<file path="src/rtl/imbcs_pkg.sv">
// Package of the indexed-mode bus-cycle sequencer: constants, kinds, bus cycle struct.
// Assumes an 8-bit core with a 16-bit address bus.
package imbcs_pkg;

    localparam logic [15:0] DUMMY_ADDR = 16'hFFFF;
    localparam logic [7:0] PAGE_PREFIX_SECOND = 8'h18;
    localparam logic [7:0] PAGE_PREFIX_CMP = 8'h1A;
    localparam logic [7:0] PAGE_PREFIX_CMP_ALT = 8'hCD;
    localparam logic [7:0] OPC_JSR_IDX = 8'hAD;
    localparam logic [7:0] OPC_JMP_IDX = 8'h6E;
    localparam logic [7:0] OPC_TST_IDX = 8'h6D;
    localparam logic [7:0] OPC_BIT_SET_OP_IDX = 8'h1C;
    localparam logic [7:0] OPC_BIT_CLEAR_OP_IDX = 8'h1D;
    localparam logic [7:0] OPC_CPD_IDX = 8'hA3;
    localparam logic [3:0] LEN_CMP = 4'h7;
    localparam logic [3:0] LEN_JSR_X = 4'h6;
    localparam logic [3:0] LEN_BIT_X = 4'h7;
    localparam logic [3:0] LEN_JMP_Y = 4'h4;
    localparam logic [3:0] LEN_RMW_Y = 4'h7;
    localparam logic [3:0] LEN_ACC_Y = 4'h5;

    // Kind of indexed instruction being sequenced
    typedef enum logic [3:0] {
        KIND_CMP = 4'h0,
        KIND_JSR_X = 4'h1,
        KIND_BIT_X = 4'h2,
        KIND_JMP_Y = 4'h3,
        KIND_RMW_Y = 4'h4,
        KIND_TST_Y = 4'h5,
        KIND_ACC_Y = 4'h6,
        KIND_STA_Y = 4'h7,
        KIND_OTHER = 4'h8
    } imbcs_kind_type;

    // Data bus meaning for the current cycle
    typedef enum logic [3:0] {
        DATA_OPCODE = 4'h0,
        DATA_SECOND = 4'h1,
        DATA_OFFSET = 4'h2,
        DATA_IRRELEVANT = 4'h3,
        DATA_OPERAND = 4'h4,
        DATA_OPERAND_LOW = 4'h5,
        DATA_MASK = 4'h6,
        DATA_RESULT = 4'h7,
        DATA_RET_LOW = 4'h8,
        DATA_RET_HIGH = 4'h9,
        DATA_ACCUM = 4'hA,
        DATA_FIRST_OPCODE = 4'hB
    } imbcs_data_type;

    typedef struct packed {
        logic [15:0] addr;
        logic rw;
        imbcs_data_type meaning;
    } imbcs_cycle_type;

endpackage

</file>
<file path="src/rtl/imbcs_sequencer.sv">
// Indexed-mode bus-cycle sequencer: drives address, R/W and data meaning per cycle.
// Assumes memory answers reads in the same cycle on DATA_IN; START and kind come
// from the core's opcode predecoder on the same clock.
// Overview of operation
// - Prefixed double compare via first index: seven reads, dummy, high, low, dummy.
// - First-index subroutine jump: six cycles, target opcode fetched in cycle four.
// - Subroutine jump ends writing return low at SP, high at SP minus one.
// - First-index bit set/clear: seven cycles, mask at opcode plus two, write last.
// - Second-index forms start prefix, second byte, offset, then dummy at FFFF.
// - Second-index jump: four reads, no operand access.
// - Second-index read-modify-write seven cycles; test replaces final write by dummy.
// - Second-index accumulator ops: five cycles, operand read in cycle five.
// - Second-index accumulator stores: five cycles beginning with the prefix fetch.
`timescale 1ns/1ns
module imbcs_sequencer (
    input wire logic CLOCK,
    input wire logic RST,
    input wire logic START,
    input wire imbcs_pkg::imbcs_kind_type KIND,
    input wire logic [15:0] OPCODE_ADDR,
    input wire logic [15:0] INDEX_X,
    input wire logic [15:0] INDEX_Y,
    input wire logic [15:0] STACK_PTR,
    input wire logic [7:0] DATA_IN,
    output logic [15:0] ADDR,
    output logic RW,
    output imbcs_pkg::imbcs_data_type MEANING,
    output logic BUSY,
    output logic DONE,
    output logic NEXT_FETCH
);
    typedef enum logic [1:0] {
        ST_IDLE = 2'b01,
        ST_RUN = 2'b10
    } imbcs_state_type;

    imbcs_state_type state;
    imbcs_pkg::imbcs_kind_type kind;
    logic [3:0] step;
    logic [15:0] opc_addr;
    logic [7:0] offset;
    logic [15:0] eff_addr;
    logic use_y;
    logic last;
    imbcs_pkg::imbcs_cycle_type cycle;

    // Offset is unsigned, added to the selected index
    assign eff_addr = (use_y ? INDEX_Y : INDEX_X) + {8'h00, offset};

    imbcs_step_decode u_decode (
        .kind(kind),
        .step(step),
        .opc_addr(opc_addr),
        .eff_addr(eff_addr),
        .stack_ptr(STACK_PTR),
        .cycle(cycle),
        .last(last)
    );

    always_ff @(posedge CLOCK) begin
        if (RST) begin
            state <= ST_IDLE;
            step <= 4'h0;
        end else begin
            case (state)
                ST_IDLE: begin
                    if (START) begin
                        state <= ST_RUN;
                        step <= 4'h1;
                    end
                end
                ST_RUN: begin
                    if (last) begin
                        state <= ST_IDLE;
                        step <= 4'h0;
                    end else begin
                        step <= step + 4'h1;
                    end
                end
                default: begin
                    state <= ST_IDLE;
                    step <= 4'h0;
                end
            endcase
        end
    end

    always_ff @(posedge CLOCK) begin
        if (RST) begin
            kind <= imbcs_pkg::KIND_OTHER;
            opc_addr <= 16'h0000;
            use_y <= 1'b0;
        end else if (state == ST_IDLE && START) begin
            kind <= KIND;
            opc_addr <= OPCODE_ADDR;
            // Compare form is the first index; the rest of the prefixed set is second
            use_y <= !(KIND == imbcs_pkg::KIND_CMP || KIND == imbcs_pkg::KIND_JSR_X
                || KIND == imbcs_pkg::KIND_BIT_X);
        end
    end

    // Capture the offset when its byte is on the bus
    always_ff @(posedge CLOCK) begin
        if (RST) begin
            offset <= 8'h00;
        end else if (state == ST_RUN && cycle.meaning == imbcs_pkg::DATA_OFFSET) begin
            offset <= DATA_IN;
        end
    end

    // Bus outputs combinational so each cycle's address matches its step
    always_comb begin
        if (state == ST_RUN) begin
            ADDR = cycle.addr;
            RW = cycle.rw;
            MEANING = cycle.meaning;
        end else begin
            ADDR = OPCODE_ADDR;
            RW = 1'b1;
            MEANING = imbcs_pkg::DATA_OPCODE;
        end
    end

    assign BUSY = (state == ST_RUN);
    assign DONE = (state == ST_RUN) && last;
    assign NEXT_FETCH = (state == ST_IDLE);
endmodule // imbcs_sequencer

</file>
<file path="src/rtl/imbcs_step_decode.sv">
// Step decoder: maps instruction kind and cycle number to address select, R/W and meaning.
// Assumes the caller supplies the live address sources each cycle.
`timescale 1ns/1ns
module imbcs_step_decode (
    input wire imbcs_pkg::imbcs_kind_type kind,
    input wire logic [3:0] step,
    input wire logic [15:0] opc_addr,
    input wire logic [15:0] eff_addr,
    input wire logic [15:0] stack_ptr,
    output imbcs_pkg::imbcs_cycle_type cycle,
    output logic last
);
    function automatic imbcs_pkg::imbcs_cycle_type mk(input logic [15:0] a, input logic rw,
            input imbcs_pkg::imbcs_data_type m);
        imbcs_pkg::imbcs_cycle_type c;
        c.addr = a;
        c.rw = rw;
        c.meaning = m;
        return c;
    endfunction

    logic [15:0] dummy;
    assign dummy = imbcs_pkg::DUMMY_ADDR;

    always_comb begin
        cycle = mk(dummy, 1'b1, imbcs_pkg::DATA_IRRELEVANT);
        last = 1'b0;
        case (kind)
            imbcs_pkg::KIND_JSR_X: begin
                case (step)
                    4'h1: cycle = mk(opc_addr, 1'b1, imbcs_pkg::DATA_OPCODE);
                    4'h2: cycle = mk(opc_addr + 16'h0001, 1'b1, imbcs_pkg::DATA_OFFSET);
                    4'h3: cycle = mk(dummy, 1'b1, imbcs_pkg::DATA_IRRELEVANT);
                    4'h4: cycle = mk(eff_addr, 1'b1, imbcs_pkg::DATA_FIRST_OPCODE);
                    4'h5: cycle = mk(stack_ptr, 1'b0, imbcs_pkg::DATA_RET_LOW);
                    default: cycle = mk(stack_ptr - 16'h0001, 1'b0, imbcs_pkg::DATA_RET_HIGH);
                endcase
                last = (step == imbcs_pkg::LEN_JSR_X);
            end
            imbcs_pkg::KIND_BIT_X: begin
                case (step)
                    4'h1: cycle = mk(opc_addr, 1'b1, imbcs_pkg::DATA_OPCODE);
                    4'h2: cycle = mk(opc_addr + 16'h0001, 1'b1, imbcs_pkg::DATA_OFFSET);
                    4'h4: cycle = mk(eff_addr, 1'b1, imbcs_pkg::DATA_OPERAND);
                    4'h5: cycle = mk(opc_addr + 16'h0002, 1'b1, imbcs_pkg::DATA_MASK);
                    4'h7: cycle = mk(eff_addr, 1'b0, imbcs_pkg::DATA_RESULT);
                    default: cycle = mk(dummy, 1'b1, imbcs_pkg::DATA_IRRELEVANT);
                endcase
                last = (step == imbcs_pkg::LEN_BIT_X);
            end
            default: begin
                // Two-byte opcode forms: prefix, second byte, offset, dummy
                case (step)
                    4'h1: cycle = mk(opc_addr, 1'b1, imbcs_pkg::DATA_OPCODE);
                    4'h2: cycle = mk(opc_addr + 16'h0001, 1'b1, imbcs_pkg::DATA_SECOND);
                    4'h3: cycle = mk(opc_addr + 16'h0002, 1'b1, imbcs_pkg::DATA_OFFSET);
                    4'h4: cycle = mk(dummy, 1'b1, imbcs_pkg::DATA_IRRELEVANT);
                    4'h5: begin
                        if (kind == imbcs_pkg::KIND_STA_Y) begin
                            cycle = mk(eff_addr, 1'b0, imbcs_pkg::DATA_ACCUM);
                        end else begin
                            cycle = mk(eff_addr, 1'b1, imbcs_pkg::DATA_OPERAND);
                        end
                    end
                    4'h6: begin
                        if (kind == imbcs_pkg::KIND_CMP) begin
                            cycle = mk(eff_addr + 16'h0001, 1'b1,
                                imbcs_pkg::DATA_OPERAND_LOW);
                        end else begin
                            cycle = mk(dummy, 1'b1, imbcs_pkg::DATA_IRRELEVANT);
                        end
                    end
                    4'h7: begin
                        if (kind == imbcs_pkg::KIND_RMW_Y) begin
                            cycle = mk(eff_addr, 1'b0, imbcs_pkg::DATA_RESULT);
                        end else begin
                            cycle = mk(dummy, 1'b1, imbcs_pkg::DATA_IRRELEVANT);
                        end
                    end
                    default: cycle = mk(dummy, 1'b1, imbcs_pkg::DATA_IRRELEVANT);
                endcase
                case (kind)
                    imbcs_pkg::KIND_CMP: last = (step == imbcs_pkg::LEN_CMP);
                    imbcs_pkg::KIND_JMP_Y: last = (step == imbcs_pkg::LEN_JMP_Y);
                    imbcs_pkg::KIND_RMW_Y: last = (step == imbcs_pkg::LEN_RMW_Y);
                    imbcs_pkg::KIND_TST_Y: last = (step == imbcs_pkg::LEN_RMW_Y);
                    imbcs_pkg::KIND_ACC_Y: last = (step == imbcs_pkg::LEN_ACC_Y);
                    imbcs_pkg::KIND_STA_Y: last = (step == imbcs_pkg::LEN_ACC_Y);
                    default: last = 1'b1;
                endcase
            end
        endcase
    end
endmodule // imbcs_step_decode

</file>
<file path="config.mk">
export PLATFORM = sky130hd
export DESIGN_NAME = imbcs_sequencer
export DESIGN_NICKNAME = d
export VERILOG_FILES = /design/src/rtl/imbcs_pkg.sv /design/src/rtl/imbcs_sequencer.sv /design/src/rtl/imbcs_step_decode.sv
export SDC_FILE = /design/constraint.sdc
export NUM_CORES = 1
export LEC_CHECK = 0
export ABC_AREA = 1
export BUFFER_PORTS_ARGS = -buffer_cell sky130_fd_sc_hd__clkbuf_2
export CORE_AREA = 4 4 123 125
export DETAILED_ROUTE_END_ITERATION = 10
export DIE_AREA = 0 0 127 129
export SLEW_MARGIN = 20
export SYNTH_ARGS = -nofsm -noshare
export SYNTH_HDL_FRONTEND = slang
export SYNTH_SLANG_ARGS = --single-unit
</file>
<file path="constraint.sdc">
create_clock -name CLOCK -period 9.3 [get_ports CLOCK]
set_clock_uncertainty 0.1 [all_clocks]
set_input_delay 0.465 -clock CLOCK [delete_from_list [all_inputs] [get_ports CLOCK]]
set_output_delay 0.465 -clock CLOCK [all_outputs]
set_load 0.01 [all_outputs]
</file>
==> impl_metrics.json <==
{
  "status": "complete, no violations",
  "worstHoldStart": "KIND[3]",
  "syn_inst": 1036,
  "synth_edf_count": 0,
  "fmax_ghz": 0.223,
  "final-hold-violation-count": 0,
  "drt-pass1-iter-count": 7,
  "fin_util_pct": 45.3,
  "die_y_um": 129,
  "slew_headroom_pct": 42.4,
  "synth_top_cell_area_share_pct": 19.8,
  "rows": 43,
  "totalWireLength_mm": 21.7,
  "ir_drop_v": 0.000122,
  "p_per_area_mw_per_mm2": 94.6,
  "antenna_found_initial": 0,
  "ys_types": 54,
  "maxCapViolCount": 0,
  "hold_buffers": 0,
  "min_period_over_period_pct": 48.2,
  "clock-sinks": 35,
  "layout_setup_ws_ps": 4820,
  "rrSetupSlack_ps": 5870,
  "crit_arrival_ps": 3920,
  "num_vias": 7289,
  "yosysWarnings": 0,
  "cp_max_fo": 18,
  "grt_pass1_vias": 6578,
  "clockBufferDepth": 2,
  "post-route-drc-count": 0,
  "drive_gt1_share_pct": 14.4,
  "synth_area_leader_cell": "nand2_1",
  "track_usage_pct": 25.7,
  "final_area_mm2": 0.00629,
  "grt_max_degree": 40,
  "clock_latency_ps": 300,
  "totalPowerFinal_uw": 595,
  "die_area_mm2": 0.0164,
  "fin_nets": 1215,
  "start_util_pct": 39.8,
  "tritoncts": "built",
  "power.leakage_nw": 3.10,
  "diodes": 0,
  "worstMarginPinSlew_ps": 858,
  "setup_tns_ps": 0,
  "final_common_cell": "nand2_1",
  "yosys_register_bits": 35,
  "min_period_ps": 4480,
  "port_buffers": 102,
  "place_congestion": 0.983,
  "dp.final_hpwl_mm": 16.5,
  "postRouteAntennaNets": 0,
  "layout_common_cells": "nand2_1 (291), nor2_1 (137), inv_1 (121)",
  "syn_area_mm2": 0.00552,
  "critPathKind": "register to output port",
  "critPathLaunchType": "register",
  "r2r_cells": 12,
  "synthTopCellsByArea": "nand2_1 (20%), dfxtp_1 (13%), nor2_1 (9.3%)",
  "finalMaxSlewViolations": 0,
  "cts.repair.resized": 0,
  "clk_pin_slew_worst_paths_ps": 60,
  "critical_path_required_ps": 8740,
  "worstReg2RegEnd": "offset[1]",
  "core_area_mm2": 0.0139,
  "io_pins": 103,
  "numCtsBuffers": 5,
  "cts_root_buf": "clkbuf_16",
  "grt_overflow_total": 0,
  "r2r_start": "step[1]",
  "cts_setup_buffers": 0,
  "area_growth_pct": 14.0,
  "drt-initial-drc-count": 892,
  "wl_per_cell_um": 16.7,
  "die_w_um": 127,
  "finalSetupViolCount": 0,
  "cts_max_level": 2,
  "hold_path_depth": 3,
  "end_kind": "output port",
  "syn_area_per_cell_um2": 5.33,
  "synth-seq-area-share_pct": 12.7,
  "rsz0062_at_grt": "no",
  "whs_endpoint": "kind[3]",
  "synthFlopType": "dfxtp_1",
  "routed_via_density": 5.62,
  "async_reset_ff_share_pct": 0,
  "worstHoldPathType": "primary input to register",
  "place_ws_ps": 5190,
  "post_dp_cell_area_mm2": 0.00614,
  "grt_pass1_wl_mm": 33.7,
  "syn-num-nets": 1134
}
[layer usage]
metal	track usage [%]	wire length, um	part of all wire, %
met1	34.3	9250	43
met2	42.0	9810	45
met3	4.19	1820	8.4
met4	9.09	780	3.6
met5	0	0	0
[kinds of logic after synthesis]
logic type,Yosys count,synth area share (%)
AOI/OAI and AO/OA,214,21.9
xor gates and xnor gates,19,3.01
DFF,35,12.7
and+or+nand+nor,578,45.6
buffers and inverters,171,12.3
adders and majority gates,19,4.44
[worst max path at each step]
stage | start | endpoint | slack [ps] | depth (start not counted)
after global routing | use_y | ADDR[10] | 4370 | 17
final | use_y | ADDR[10] | 4820 | 17
after detailed placement | use_y | ADDR[10] | 5190 | 17
after CTS | use_y | ADDR[10] | 4860 | 17
after global placement | use_y | ADDR[10] | 5280 | 17
after floorplan | use_y | ADDR[14] | 5800 | 20
[worst max-delay path, stage by stage, from the launching register on]
cell and delay, ps:
dfxtp_1 660, inv_4 180, nand2_1 100, nand2_1 50
ha_1 220, fa_1 540, ha_1 160, inv_1 50
nor2_1 180, nand3_1 120, nor2_1 400, nand2_1 130
o21ai_0 160, nand3_1 90, a21oi_1 200, o21ai_0 150
nand2_1 100, clkbuf_2 130
[area by class of cell]
class,count,area [um^2]
fillers,1640,7590
multi-input cells,830,4140
flip-flops and latches,35,701
repair buffers,107,548
inverters,138,524
well taps,180,225
clock buffers,6,139
clock inverters,2,16.3
[stage by stage]
step | hold WS [ps] | cells
2_1_floorplan | 356 | 1036
3_3_place_gp | 378 | 1290
3_5_place_dp | 377 | 1290
4_1_cts | 309 | 1298
5_1_grt | 336 | 1298
6_report | 300 | 1298
[registers in the layout (all words and copies together) (netlist names)]
signal	cells
kind	4
offset	8
opc_addr	16
state	2
step	4
use_y	1
[where the power goes]
| group | internal, mW | leakage [nW] | total [mW] | switching, mW |
|---|---|---|---|---|
| sequential | 0.161 | 0.287 | 0.175 | 0.0146 |
| clock | 0.107 | 0.0731 | 0.189 | 0.0813 |
| combinational | 0.0753 | 2.74 | 0.231 | 0.156 |
| total | 0.343 | 3.10 | 0.595 | 0.252 |
[synth_stat cells (2+ instances only)]
library cell,instances
nand2_1,291
nor2_1,137
inv_1,121
o21ai_0,86
nand3_1,68
a21oi_1,67
dfxtp_1,35
nand4_1,22
clkbuf_1,20
ha_1,18
xor2_1,17
nor3_1,15
inv_2,13
o22ai_1,11
a31oi_1,10
buf_2,9
nand2_2,9
o2111ai_1,7
nor4_1,6
nand3b_1,5
nor2_2,5
o211ai_1,5
o21ai_1,5
o31ai_1,5
or2_2,5
nor2_4,4
o41ai_1,4
a22oi_1,3
nand2_4,3
a41oi_1,2
buf_6,2
inv_4,2
nor3b_1,2
xnor2_1,2
No activity file was read; power rests on OpenSTA's default activity.
